<file path="config.mk">
export PLATFORM = sky130hd
export DESIGN_NAME = fdd_top
export DESIGN_NICKNAME = d
export VERILOG_FILES = /design/src/rtl/fdd_pkg.sv /design/src/rtl/fdd_top.sv
export SDC_FILE = /design/constraint.sdc
export NUM_CORES = 2
export LEC_CHECK = 0
export ABC_AREA = 0
export BUFFER_PORTS_ARGS = -buffer_cell sky130_fd_sc_hd__buf_2
export CORE_UTILIZATION = 50
export DETAILED_ROUTE_END_ITERATION = 16
export GPL_TIMING_DRIVEN = 0
export PLACE_DENSITY_LB_ADDON = 0.15
export SLEW_MARGIN = 5
export SYNTH_ARGS = -nofsm -noshare
export SYNTH_HDL_FRONTEND = slang
export SYNTH_SLANG_ARGS = --single-unit
</file>
<file path="constraint.sdc">
create_clock -name sys_clk_i -period 5.2 [get_ports sys_clk_i]
set_clock_uncertainty 0.15 [all_clocks]
set_input_delay 0.52 -clock sys_clk_i [delete_from_list [all_inputs] [get_ports sys_clk_i]]
set_output_delay 0.52 -clock sys_clk_i [all_outputs]
set_load 0.1 [all_outputs]
</file>
<file path="src/rtl/fdd_pkg.sv">
// Constants, types and register map of the diagnostics and trouble-code manager
package fdd_pkg;
	// Timing
	localparam int CLK_PERIOD_NS = 10;
	localparam int MS_NS = 1000000;
	localparam int MS_CYCLES = (MS_NS + CLK_PERIOD_NS - 1) / CLK_PERIOD_NS;
	localparam int TICK_W = 17;
	localparam int REACT_TIMEOUT_MS = 3000;
	localparam logic [11:0] REACT_TMR_MAX = 12'(REACT_TIMEOUT_MS);
	// Sizes and trouble-code indices
	localparam int N_DIAG = 4;
	localparam int N_INP = 4;
	localparam int N_DTC = 8;
	localparam int N_REACT = 30;
	localparam int DTC_UV = 0;
	localparam int DTC_OV = 1;
	localparam int DTC_OT = 2;
	localparam int DTC_CAN = 3;
	// Register byte offsets
	localparam logic [7:0] REG_CTRL = 8'h00;
	localparam logic [7:0] REG_UV_THR = 8'h04;
	localparam logic [7:0] REG_OV_THR = 8'h08;
	localparam logic [7:0] REG_V_HYST = 8'h0c;
	localparam logic [7:0] REG_T_THR = 8'h10;
	localparam logic [7:0] REG_T_HYST = 8'h14;
	localparam logic [7:0] REG_DELAY = 8'h18;
	localparam logic [7:0] REG_SA = 8'h1c;
	localparam logic [7:0] REG_STATUS = 8'h20;
	localparam logic [7:0] REG_REACT_ST = 8'h24;
	localparam logic [7:0] REG_DTC_BASE = 8'h40;
	localparam logic [7:0] REG_OCC_BASE = 8'h60;
	localparam logic [7:0] REG_REACT_BASE = 8'h80;
	// Control bits and source-address enable bit
	localparam int CTRL_PWR_EN = 0;
	localparam int CTRL_TEMP_EN = 1;
	localparam int CTRL_PWR_DIS = 2;
	localparam int CTRL_OT_SD = 3;
	localparam int SA_EN_BIT = 8;
	// Trouble-code and reaction-table setting fields
	localparam int CFG_LAMP_LSB = 5;
	localparam int CFG_GEN_BIT = 7;
	localparam int CFG_LATCH_BIT = 8;
	localparam int REACT_FMI_LSB = 19;
	localparam int REACT_VALID_BIT = 31;
	// Limits
	localparam logic [15:0] VOLT_MIN_MV = 16'h2328;
	localparam logic [15:0] VOLT_MAX_MV = 16'h8ca0;
	localparam logic [4:0] FMI_LAST_RANGE = 5'h15;
	localparam logic [4:0] FMI_COND_EXISTS = 5'h1f;
	localparam logic [7:0] SA_MIN = 8'h01;
	localparam logic [7:0] SA_MAX = 8'hfd;
	// Values after reset
	localparam logic [3:0] CTRL_RST = 4'h0;
	localparam logic [15:0] UV_THR_RST = 16'h2328;
	localparam logic [15:0] OV_THR_RST = 16'h8ca0;
	localparam logic [15:0] V_HYST_RST = 16'h01f4;
	localparam logic [15:0] T_THR_RST = 16'h007d;
	localparam logic [15:0] T_HYST_RST = 16'h0005;
	localparam logic [15:0] DELAY_RST = 16'h0000;
	localparam logic [7:0] SA_RST = 8'h01;
	localparam logic [7:0] DTC_GEN_RST = 8'h10;
	localparam logic [4:0] FMI_RST = 5'h1f;
	localparam logic [31:0] REACT_RST = 32'h0000_0000;
	typedef enum logic [1:0] {
		LAMP_PROTECT = 2'h0,
		LAMP_AMBER = 2'h1,
		LAMP_RED = 2'h2,
		LAMP_MALFUNCTION = 2'h3
	} fdd_lamp_e;
	localparam fdd_lamp_e LAMP_RST = LAMP_AMBER;
endpackage

</file>
<file path="src/rtl/fdd_top.sv">
// Fault diagnostics, trouble-code manager and DM1 reaction table
//
// The register addresses and the Avalon-MM interface to the registers were left to the implementer.
`timescale 1ns/1ps
module fdd_top #(
	parameter int TICK_CYCLES = fdd_pkg::MS_CYCLES
) (
	input wire logic sys_clk_i,
	input wire logic reset_i,
	input wire logic [7:0] avs_address_i,
	input wire logic avs_read_i,
	input wire logic avs_write_i,
	input wire logic [31:0] avs_writedata_i,
	input wire logic [3:0] avs_byteenable_i,
	output logic [31:0] avs_readdata_o,
	output logic avs_waitrequest_o,
	input wire logic [15:0] supply_mv_i,
	input wire logic [15:0] temperature_i,
	input wire logic can_rx_timeout_i,
	input wire logic can_rx_msg_i,
	input wire logic [3:0] input_on_i,
	input wire logic dm11_i,
	input wire logic dm3_i,
	input wire logic dm1_valid_i,
	input wire logic [18:0] dm1_spn_i,
	input wire logic [4:0] dm1_fmi_i,
	input wire logic [7:0] dm1_sa_i,
	output wire logic [7:0] dtc_active_o,
	output logic outputs_disable_o,
	output wire logic [29:0] react_state_o
);

	logic [3:0] ctrl_r;
	logic [15:0] uv_thr_r;
	logic [15:0] ov_thr_r;
	logic [15:0] v_hyst_r;
	logic [15:0] t_thr_r;
	logic [15:0] t_hyst_r;
	logic [15:0] send_dly_r;
	logic [15:0] clr_dly_r;
	logic [7:0] sa_r;
	logic sa_en_r;
	logic uv_r;
	logic ov_r;
	logic ot_r;
	logic can_r;
	logic [fdd_pkg::TICK_W-1:0] tick_cnt_r;
	logic tick_r;
	logic [8:0] dtc_cfg_r [fdd_pkg::N_DTC];
	logic [7:0] occ_r [fdd_pkg::N_DTC];
	logic act_r [fdd_pkg::N_DTC];
	logic inp_q_r [fdd_pkg::N_INP];
	logic [15:0] inp_cnt_r [fdd_pkg::N_INP];
	logic [31:0] react_cfg_r [fdd_pkg::N_REACT];
	logic [11:0] react_tmr_r [fdd_pkg::N_REACT];
	logic react_st_r [fdd_pkg::N_REACT];
	logic [fdd_pkg::N_REACT-1:0] match_w;
	logic [fdd_pkg::N_DTC-1:0] fault_w;
	logic [31:0] rd_val;
	logic [31:0] wdata;
	logic wr_en;
	logic sa_ok;
	logic in_dtc;
	logic in_occ;
	logic in_react;

	// Threshold inside the supply range
	function automatic logic volt_ok(input logic [15:0] v);
		return (v >= fdd_pkg::VOLT_MIN_MV) && (v <= fdd_pkg::VOLT_MAX_MV);
	endfunction

	// Failure mode code that may be configured
	function automatic logic fmi_ok(input logic [4:0] f);
		return (f <= fdd_pkg::FMI_LAST_RANGE) || (f == fdd_pkg::FMI_COND_EXISTS);
	endfunction

	// Byte-lane merge of a write into the current register value
	function automatic logic [31:0] be_merge(input logic [31:0] old_v, input logic [31:0] new_v,
		input logic [3:0] be);
		logic [31:0] res;
		res = old_v;
		for (int b = 0; b < 4; b++)
		begin
			if (be[b])
				res[8*b +: 8] = new_v[8*b +: 8];
		end
		return res;
	endfunction

	// Address window decode
	assign in_dtc = avs_address_i[7:5] == fdd_pkg::REG_DTC_BASE[7:5];
	assign in_occ = avs_address_i[7:5] == fdd_pkg::REG_OCC_BASE[7:5];
	assign in_react = avs_address_i[7] && (avs_address_i[6:2] < 5'(fdd_pkg::N_REACT));
	assign wr_en = avs_write_i && !avs_waitrequest_o;
	assign wdata = be_merge(rd_val, avs_writedata_i, avs_byteenable_i);

	// Wait one cycle, then answer for one cycle
	always_ff @(posedge sys_clk_i)
	begin
		if (reset_i)
			avs_waitrequest_o <= 1'b1;
		else if (!avs_waitrequest_o)
			avs_waitrequest_o <= 1'b1;
		else if (avs_read_i || avs_write_i)
			avs_waitrequest_o <= 1'b0;
	end

	// Read data captured while the answer is prepared
	always_ff @(posedge sys_clk_i)
	begin
		if (reset_i)
			avs_readdata_o <= 32'h0000_0000;
		else if (avs_read_i && avs_waitrequest_o)
			avs_readdata_o <= rd_val;
	end

	// Register read mux; unmapped words read as zero
	always_comb
	begin
		rd_val = 32'h0000_0000;
		case (avs_address_i)
			fdd_pkg::REG_CTRL: rd_val[3:0] = ctrl_r;
			fdd_pkg::REG_UV_THR: rd_val[15:0] = uv_thr_r;
			fdd_pkg::REG_OV_THR: rd_val[15:0] = ov_thr_r;
			fdd_pkg::REG_V_HYST: rd_val[15:0] = v_hyst_r;
			fdd_pkg::REG_T_THR: rd_val[15:0] = t_thr_r;
			fdd_pkg::REG_T_HYST: rd_val[15:0] = t_hyst_r;
			fdd_pkg::REG_DELAY: rd_val = {clr_dly_r, send_dly_r};
			fdd_pkg::REG_SA: rd_val[8:0] = {sa_en_r, sa_r};
			fdd_pkg::REG_STATUS: rd_val[12:0] = {outputs_disable_o, dtc_active_o, fault_w[3:0]};
			fdd_pkg::REG_REACT_ST: rd_val[29:0] = react_state_o;
			default:
			begin
				if (in_dtc)
					rd_val[8:0] = dtc_cfg_r[avs_address_i[4:2]];
				else if (in_occ)
					rd_val[7:0] = occ_r[avs_address_i[4:2]];
				else if (in_react)
					rd_val = react_cfg_r[avs_address_i[6:2]];
			end
		endcase
	end

	// Scalar settings written by software
	always_ff @(posedge sys_clk_i)
	begin
		if (reset_i)
		begin
			ctrl_r <= fdd_pkg::CTRL_RST;
			uv_thr_r <= fdd_pkg::UV_THR_RST;
			ov_thr_r <= fdd_pkg::OV_THR_RST;
			v_hyst_r <= fdd_pkg::V_HYST_RST;
			t_thr_r <= fdd_pkg::T_THR_RST;
			t_hyst_r <= fdd_pkg::T_HYST_RST;
			send_dly_r <= fdd_pkg::DELAY_RST;
			clr_dly_r <= fdd_pkg::DELAY_RST;
			sa_r <= fdd_pkg::SA_RST;
			sa_en_r <= 1'b0;
		end
		else if (wr_en)
		begin
			case (avs_address_i)
				fdd_pkg::REG_CTRL: ctrl_r <= wdata[3:0];
				fdd_pkg::REG_UV_THR:
					if (volt_ok(wdata[15:0]))
						uv_thr_r <= wdata[15:0];
				fdd_pkg::REG_OV_THR:
					if (volt_ok(wdata[15:0]))
						ov_thr_r <= wdata[15:0];
				fdd_pkg::REG_V_HYST: v_hyst_r <= wdata[15:0];
				fdd_pkg::REG_T_THR: t_thr_r <= wdata[15:0];
				fdd_pkg::REG_T_HYST: t_hyst_r <= wdata[15:0];
				fdd_pkg::REG_DELAY:
				begin
					send_dly_r <= wdata[15:0];
					clr_dly_r <= wdata[31:16];
				end
				fdd_pkg::REG_SA:
				begin
					sa_en_r <= wdata[fdd_pkg::SA_EN_BIT];
					if (wdata[7:0] >= fdd_pkg::SA_MIN && wdata[7:0] <= fdd_pkg::SA_MAX)
						sa_r <= wdata[7:0];
				end
				default: ;
			endcase
		end
	end

	volt_range_a:
	assert property (@(posedge sys_clk_i) disable iff (reset_i)
		volt_ok(uv_thr_r) && volt_ok(ov_thr_r))
		else $error("voltage threshold outside supply range");

	// Millisecond tick for delays and expiry
	always_ff @(posedge sys_clk_i)
	begin
		if (reset_i || tick_cnt_r == fdd_pkg::TICK_W'(TICK_CYCLES - 1))
			tick_cnt_r <= '0;
		else
			tick_cnt_r <= tick_cnt_r + 1'b1;
	end

	always_ff @(posedge sys_clk_i)
	begin
		tick_r <= !reset_i && (tick_cnt_r == fdd_pkg::TICK_W'(TICK_CYCLES - 1));
	end

	always_ff @(posedge sys_clk_i)
	begin
		if (reset_i || !ctrl_r[fdd_pkg::CTRL_PWR_EN])
			uv_r <= 1'b0;
		else if (supply_mv_i < uv_thr_r)
			uv_r <= 1'b1;
		else if ({1'b0, supply_mv_i} >= {1'b0, uv_thr_r} + {1'b0, v_hyst_r} &&
			(!dtc_cfg_r[fdd_pkg::DTC_UV][fdd_pkg::CFG_LATCH_BIT] || dm11_i))
			uv_r <= 1'b0;
	end

	always_ff @(posedge sys_clk_i)
	begin
		if (reset_i || !ctrl_r[fdd_pkg::CTRL_PWR_EN])
			ov_r <= 1'b0;
		else if (supply_mv_i > ov_thr_r)
			ov_r <= 1'b1;
		else if ({1'b0, supply_mv_i} + {1'b0, v_hyst_r} <= {1'b0, ov_thr_r} &&
			(!dtc_cfg_r[fdd_pkg::DTC_OV][fdd_pkg::CFG_LATCH_BIT] || dm11_i))
			ov_r <= 1'b0;
	end

	pwr_off_a:
	assert property (@(posedge sys_clk_i) disable iff (reset_i)
		!ctrl_r[fdd_pkg::CTRL_PWR_EN] |=> !uv_r && !ov_r)
		else $error("voltage error while detection disabled");

	uv_clear_a:
	assert property (@(posedge sys_clk_i) disable iff (reset_i)
		uv_r && ctrl_r[fdd_pkg::CTRL_PWR_EN] && !dtc_cfg_r[fdd_pkg::DTC_UV][fdd_pkg::CFG_LATCH_BIT]
		&& {1'b0, supply_mv_i} >= {1'b0, uv_thr_r} + {1'b0, v_hyst_r} |=> !uv_r)
		else $error("undervoltage not cleared at hysteresis point");

	ov_clear_a:
	assert property (@(posedge sys_clk_i) disable iff (reset_i)
		ov_r && ctrl_r[fdd_pkg::CTRL_PWR_EN] && !dtc_cfg_r[fdd_pkg::DTC_OV][fdd_pkg::CFG_LATCH_BIT]
		&& {1'b0, supply_mv_i} + {1'b0, v_hyst_r} <= {1'b0, ov_thr_r} |=> !ov_r)
		else $error("overvoltage not cleared at hysteresis point");

	uv_latch_a:
	assert property (@(posedge sys_clk_i) disable iff (reset_i)
		uv_r && ctrl_r[fdd_pkg::CTRL_PWR_EN] && !dm11_i
		&& dtc_cfg_r[fdd_pkg::DTC_UV][fdd_pkg::CFG_LATCH_BIT] |=> uv_r)
		else $error("latched undervoltage cleared without DM11");

	always_ff @(posedge sys_clk_i)
	begin
		if (reset_i || !ctrl_r[fdd_pkg::CTRL_TEMP_EN])
			ot_r <= 1'b0;
		else if (temperature_i >= t_thr_r)
			ot_r <= 1'b1;
		else if ({1'b0, temperature_i} + {1'b0, t_hyst_r} <= {1'b0, t_thr_r})
			ot_r <= 1'b0;
	end

	ot_set_a:
	assert property (@(posedge sys_clk_i) disable iff (reset_i)
		ctrl_r[fdd_pkg::CTRL_TEMP_EN] && temperature_i >= t_thr_r |=> ot_r)
		else $error("over-temperature not flagged");

	ot_clear_a:
	assert property (@(posedge sys_clk_i) disable iff (reset_i)
		{1'b0, temperature_i} + {1'b0, t_hyst_r} <= {1'b0, t_thr_r} && temperature_i < t_thr_r
		|=> !ot_r)
		else $error("over-temperature not cleared");

	always_ff @(posedge sys_clk_i)
	begin
		if (reset_i)
			can_r <= 1'b0;
		else if (can_rx_timeout_i)
			can_r <= 1'b1;
		else if (can_rx_msg_i)
			can_r <= 1'b0;
	end

	can_err_a:
	assert property (@(posedge sys_clk_i) disable iff (reset_i)
		(can_rx_timeout_i |=> can_r) and (can_rx_msg_i && !can_rx_timeout_i |=> !can_r))
		else $error("CAN diagnostic error state wrong");

	always_ff @(posedge sys_clk_i)
	begin
		if (reset_i)
			outputs_disable_o <= 1'b0;
		else
			outputs_disable_o <= (ctrl_r[fdd_pkg::CTRL_PWR_DIS] && (uv_r || ov_r)) ||
				(ctrl_r[fdd_pkg::CTRL_OT_SD] && ot_r);
	end

	pwr_dis_a:
	assert property (@(posedge sys_clk_i) disable iff (reset_i)
		ctrl_r[fdd_pkg::CTRL_PWR_DIS] && (uv_r || ov_r) |=> outputs_disable_o)
		else $error("outputs not disabled on power fault");

	ot_sd_a:
	assert property (@(posedge sys_clk_i) disable iff (reset_i)
		ctrl_r[fdd_pkg::CTRL_OT_SD] && ot_r |=> outputs_disable_o)
		else $error("outputs not disabled on over-temperature");

	// Fault sources behind the four diagnostic trouble codes
	assign fault_w[fdd_pkg::N_DIAG-1:0] = {can_r, ot_r, ov_r, uv_r};

	// Per-input qualification against send and clear delays
	for (genvar k = 0; k < fdd_pkg::N_INP; k++)
	begin : g_inp
		assign fault_w[fdd_pkg::N_DIAG+k] = inp_q_r[k];

		always_ff @(posedge sys_clk_i)
		begin
			if (reset_i)
			begin
				inp_q_r[k] <= 1'b0;
				inp_cnt_r[k] <= 16'h0000;
			end
			else if (input_on_i[k] == inp_q_r[k])
				inp_cnt_r[k] <= 16'h0000;
			else if (inp_cnt_r[k] >= (inp_q_r[k] ? clr_dly_r : send_dly_r))
			begin
				inp_q_r[k] <= input_on_i[k];
				inp_cnt_r[k] <= 16'h0000;
			end
			else if (tick_r)
				inp_cnt_r[k] <= inp_cnt_r[k] + 16'h0001;
		end
	end

	// Trouble-code settings, activity and occurrence counts
	for (genvar k = 0; k < fdd_pkg::N_DTC; k++)
	begin : g_dtc
		assign dtc_active_o[k] = act_r[k];

		always_ff @(posedge sys_clk_i)
		begin
			if (reset_i)
				dtc_cfg_r[k] <= {1'b0, fdd_pkg::DTC_GEN_RST[k], fdd_pkg::LAMP_RST, fdd_pkg::FMI_RST};
			else if (wr_en && in_dtc && avs_address_i[4:2] == 3'(k))
			begin
				dtc_cfg_r[k][8:5] <= wdata[8:5];
				if (fmi_ok(wdata[4:0]))
					dtc_cfg_r[k][4:0] <= wdata[4:0];
			end
		end

		always_ff @(posedge sys_clk_i)
		begin
			if (reset_i || !dtc_cfg_r[k][fdd_pkg::CFG_GEN_BIT])
				act_r[k] <= 1'b0;
			else if (fault_w[k])
				act_r[k] <= 1'b1;
			else if (!dtc_cfg_r[k][fdd_pkg::CFG_LATCH_BIT] || dm11_i)
				act_r[k] <= 1'b0;
		end

		always_ff @(posedge sys_clk_i)
		begin
			if (reset_i)
				occ_r[k] <= 8'h00;
			else if (fault_w[k] && dtc_cfg_r[k][fdd_pkg::CFG_GEN_BIT] && !act_r[k])
				occ_r[k] <= dm3_i ? 8'h01 : occ_r[k] + {7'h00, occ_r[k] != 8'hff};
			else if (dm3_i)
				occ_r[k] <= 8'h00;
		end

		no_gen_a:
		assert property (@(posedge sys_clk_i) disable iff (reset_i)
			!dtc_cfg_r[k][fdd_pkg::CFG_GEN_BIT] |=> !act_r[k])
			else $error("trouble code active with generation off");

		latch_hold_a:
		assert property (@(posedge sys_clk_i) disable iff (reset_i)
			act_r[k] && dtc_cfg_r[k][fdd_pkg::CFG_GEN_BIT] && (fault_w[k] ||
			(dtc_cfg_r[k][fdd_pkg::CFG_LATCH_BIT] && !dm11_i)) |=> act_r[k])
			else $error("trouble code dropped too early");

		occ_keep_a:
		assert property (@(posedge sys_clk_i) disable iff (reset_i)
			act_r[k] && !dm3_i |=> occ_r[k] == $past(occ_r[k]))
			else $error("occurrence count changed while active");

		fmi_legal_a:
		assert property (@(posedge sys_clk_i) disable iff (reset_i)
			fmi_ok(dtc_cfg_r[k][4:0]))
			else $error("illegal failure mode code stored");
	end

	assign sa_ok = !sa_en_r || dm1_sa_i == sa_r;

	// Reaction table entries with expiry timers
	for (genvar k = 0; k < fdd_pkg::N_REACT; k++)
	begin : g_react
		assign react_state_o[k] = react_st_r[k];
		assign match_w[k] = dm1_valid_i && sa_ok && react_cfg_r[k][fdd_pkg::REACT_VALID_BIT] &&
			react_cfg_r[k][18:0] == dm1_spn_i &&
			react_cfg_r[k][fdd_pkg::REACT_FMI_LSB +: 5] == dm1_fmi_i;

		always_ff @(posedge sys_clk_i)
		begin
			if (reset_i)
				react_cfg_r[k] <= fdd_pkg::REACT_RST;
			else if (wr_en && in_react && avs_address_i[6:2] == 5'(k))
				react_cfg_r[k] <= wdata;
		end

		// set on match, expire after 3 s
		always_ff @(posedge sys_clk_i)
		begin
			if (reset_i)
			begin
				react_st_r[k] <= 1'b0;
				react_tmr_r[k] <= 12'h000;
			end
			else if (match_w[k])
			begin
				react_st_r[k] <= 1'b1;
				react_tmr_r[k] <= 12'h000;
			end
			else if (react_st_r[k] && react_tmr_r[k] >= fdd_pkg::REACT_TMR_MAX)
				react_st_r[k] <= 1'b0;
			else if (react_st_r[k] && tick_r)
				react_tmr_r[k] <= react_tmr_r[k] + 12'h001;
		end

		react_on_a:
		assert property (@(posedge sys_clk_i) disable iff (reset_i)
			match_w[k] |=> react_st_r[k] && react_tmr_r[k] == 12'h000)
			else $error("reaction state not set on match");

		react_off_a:
		assert property (@(posedge sys_clk_i) disable iff (reset_i)
			react_st_r[k] && react_tmr_r[k] >= fdd_pkg::REACT_TMR_MAX && !match_w[k]
			|=> !react_st_r[k])
			else $error("reaction state did not expire");
	end

endmodule

</file>
==> impl_metrics.py <==
metrics = {
    "grt": {
        "track_usage_pct": 45.0,
        "grt_max_degree": 33,
        "grt_pass1_vias": 72800,
        "grt_pass1_wl_mm": 598,
        "overflow": 0,
        "grt_antenna_before_repair": 38,
    },
    "timing": {
        "worst_pin_slew_ns": 1.54,
        "whs_ns": 0.0160,
        "hold_viol_final": 0,
        "setup-tns-final_ns": -53.40,
        "setup_viol": 567,
        "finalCritPeriodShare_pct": 107,
        "finalCriticalPeriod_ns": 5.56,
        "drv_slew": 21,
        "layout_setup_ws_ns": -0.359,
        "max-slew-margin-rel_pct": -2.74,
        "fmax_ghz": 0.180,
    },
    "worst_setup_path": {
        "endpoint_kind": "flop",
        "critPathSlowestCell": "nor4_1",
        "critPathMaxStageDelay_ns": 0.97,
        "worst_ep_required_time_ns": 5.54,
        "cp-start-kind": "primary input",
        "crit_chain": "clkbuf_1, buf_1, xor2_1, nor4_1, nand3_1, nor3_2, a31oi_1, o21ai_0, inv_1, nand3_1, clkbuf_1, nand2_1",
        "worst_ep_arrival_time_ns": 5.90,
        "crit_fanout": 12,
        "critPathKind": "primary input to flop",
    },
    "synthesis": {
        "netlist_area_sq_um": 96900,
        "synth_top_flop_cell": "edfxtp_1",
        "synth_area_per_cell_sq_um": 11.0,
        "postSynthCellCount": 8785,
        "synthesis.nets": 9197,
        "synth_edf_count": 1562,
        "ys_seq_area_share_pct": 52.1,
        "yosysWarnings": 0,
        "synth-seq-cells": 1743,
        "async_flop_share_pct": 0,
        "ys_types": 104,
    },
    "drt": {
        "vias_per_cell": 6.53,
        "firstDrtPassIters": 7,
        "wl_mm": 448,
        "drc": 0,
        "drt_iter0_drc": 11600,
        "vias": 77900,
        "wl_per_cell_microns": 37.5,
        "ant_nets": 0,
    },
    "finish": {
        "drive_above_1_share_pct": 12.7,
        "area_growth_pct": 12.8,
        "finalNonFillerCells": 11900,
        "fin_area_sq_um": 109000,
        "nets": 9641,
    },
    "pwr": {
        "powerDensity_nw_per_um2": 333,
        "leakagePower_nw": 38.7,
        "vdd_drop_max_v": 0.000337,
    },
    "clocking": {
        "numCtsBuffers": 194,
        "clk_pin_slew_ns": 0.06,
        "clk_latency_ns": 0.91,
        "cts_max_level": 4,
        "cts_tree": "built",
        "cts_buffer_depth": 3,
        "cts.sink_count": 1743,
        "root_buffer": "clkbuf_16",
    },
    "outcome": {
        "violations": "max-capacitance violations, max-slew violations, negative setup slack",
        "status": "finished with violations",
    },
    "die": {
        "die_x_microns": 442,
        "die_h_microns": 442,
        "ioPinCount": 193,
        "rows": 161,
        "initial_core_util_pct": 50.3,
        "core_sq_um": 193000,
        "die_area_sq_um": 196000,
    },
    "placement": {
        "gp_congestion": 1.12,
        "place_area_sq_um": 102000,
        "dp_cells": 11500,
        "dp_hpwl_mm": 350,
        "port_buffers": 163,
        "post-place-ws_ns": -2.70,
    },
    "flow_run": {
        "maxCapViolations": 2,
    },
    "min_path": {
        "holdCritPathClass": "primary input to flop",
    },
}
## where the power goes
part	total, mW	switching (mW)	leakage, nW	internal, mW
clock network	13.9	6.25	3.03	7.64
registers	16.5	0.629	17.6	15.9
logic	6.02	4.25	18.1	1.77
total	36.4	11.1	38.7	25.3
## critical path, delay by kind of cell
family / cells / cell delay, ns
simple gates: 5 / 2.67
compound gates: 2 / 0.70
xor+xnor: 1 / 0.54
buf+inv: 4 / 1.42
## cells in the mapped netlist, types with 181 or more instances
cell      instances  area share, %
a21oi_1         197            1.0
clkbuf_1        341            1.3
dfxtp_1         181            3.7
edfxtp_1       1562             48
ha_1            288            3.7
inv_1           275            1.1
mux2i_1         213            2.2
mux4_2          254            5.9
nand2_1         439            1.7
nand3_1         435            2.2
nand4_1         186            1.2
nor2_1         1849            7.2
xnor2_1         814            7.4
xor2_1          353            3.2
## sequential cells by signal (all words and copies together), names as in the netlist, 4 cells and up
| name | cells |
|---|---|
| sa_r | 8 |
| ov_thr_r | 16 |
| uv_thr_r | 16 |
| act_r | 8 |
| v_hyst_r | 16 |
| tick_cnt_r | 17 |
| ctrl_r | 4 |
| t_thr_r | 16 |
| send_dly_r | 16 |
| clr_dly_r | 16 |
| occ_r | 64 |
| inp_cnt_r | 64 |
| react_tmr_r | 360 |
| avs_readdata_o | 32 |
| dtc_cfg_r | 72 |
| inp_q_r | 4 |
| react_cfg_r | 960 |
| react_st_r | 30 |
| t_hyst_r | 16 |
## layer usage
| metal | global-route usage [%] | share of wire, % | vias up |
|---|---|---|---|
| li1 | - | - | 32300 |
| met1 | 56.3 | 36 | 38600 |
| met2 | 64.6 | 42 | 5705 |
| met3 | 14.4 | 13 | 1356 |
| met4 | 35.2 | 9.6 | 8 |
| met5 | 0 | 0.012 | - |
## final timing paths
| kind | start | end | slack [ns] | cells after the start |
|---|---|---|---|---|
| setup / recovery | dm1_spn_i[5] | react_tmr_r[0][95]$_SDFFCE_PN0P_ | -0.36 | 12 |
| hold / removal | avs_writedata_i[31] | clr_dly_r[15]$_SDFFE_PP0P_ | 0.02 | 5 |
| setup reg to reg | react_cfg_r[7][5]$_SDFFCE_PN0P_ | react_tmr_r[0][95]$_SDFFCE_PN0P_ | 0.10 | 10 |
| hold reg to reg | avs_readdata_o[2]$_SDFFE_PP0P_ | avs_readdata_o[2]$_SDFFE_PP0P_ | 0.31 | 2 |
## cells by family (layout without fill, tap and decap cells)
family,after synthesis,count (layout),synth area share (%)
AO/OA/AOI/OAI,804,804,5.62
flip-flops,1743,1743,52.1
buffers and inverters,853,1452,3.63
XOR/XNOR,1167,1167,10.5
other,0,26,0
multiplexers,522,522,8.74
adder cells (fa/ha/maj),291,291,3.78
AND/OR/NAND/NOR,3405,3405,15.5
## layout by cell type, fill, tap and decap left out, drive strengths merged, types with 38 or more instances in the layout
cell | netlist | layout
mux2 | 55 | 55
dfxtp | 181 | 181
inv | 277 | 285
clkbuf | 341 | 599
nand3 | 436 | 436
nand2b | 39 | 39
mux4 | 254 | 254
o211ai | 42 | 42
and3 | 73 | 73
xnor2 | 814 | 814
buf | 235 | 440
clkinv | 0 | 79
nor3 | 142 | 142
edfxtp | 1562 | 1562
a21o | 53 | 53
a31oi | 38 | 38
o21ai | 148 | 148
nor4 | 63 | 63
nor2b | 43 | 43
mux2i | 213 | 213
xor2 | 353 | 353
a22oi | 52 | 52
nand2 | 440 | 440
nor2 | 1851 | 1851
nand4 | 187 | 187
a21oi | 198 | 198
ha | 288 | 288
## layout make-up
type                       instances  area [sq um]
antenna                           26          65.1
clock inverter                   104           976
multi-input combinational       6189         43400
clock buffer                     247          5260
sequential                      1743         50500
tap                             2526          3160
inverter                         277          1040
fill                           16500         83300
buffer                           575          2810
timing repair buffer             249          2050
## what timing repair did
| action | CTS | global route |
|---|---|---|
| pin swaps | 2 | 0 |
| setup buffers | 9 | 2 |
| resized for setup | 110 | 71 |
| hold endpoints to repair | 12 | 1 |
| setup endpoints to repair | 1083 | 508 |
| hold buffers | 13 | 1 |
## per-stage QoR
stage	util, %	total power [mW]
floorplan	-	19.9
global placement	52.4	22.3
detailed placement	53.0	22.5
CTS	56.6	36.1
global route	56.7	37.0
finish	56.7	36.4
Power figures use the tool's default switching activity.
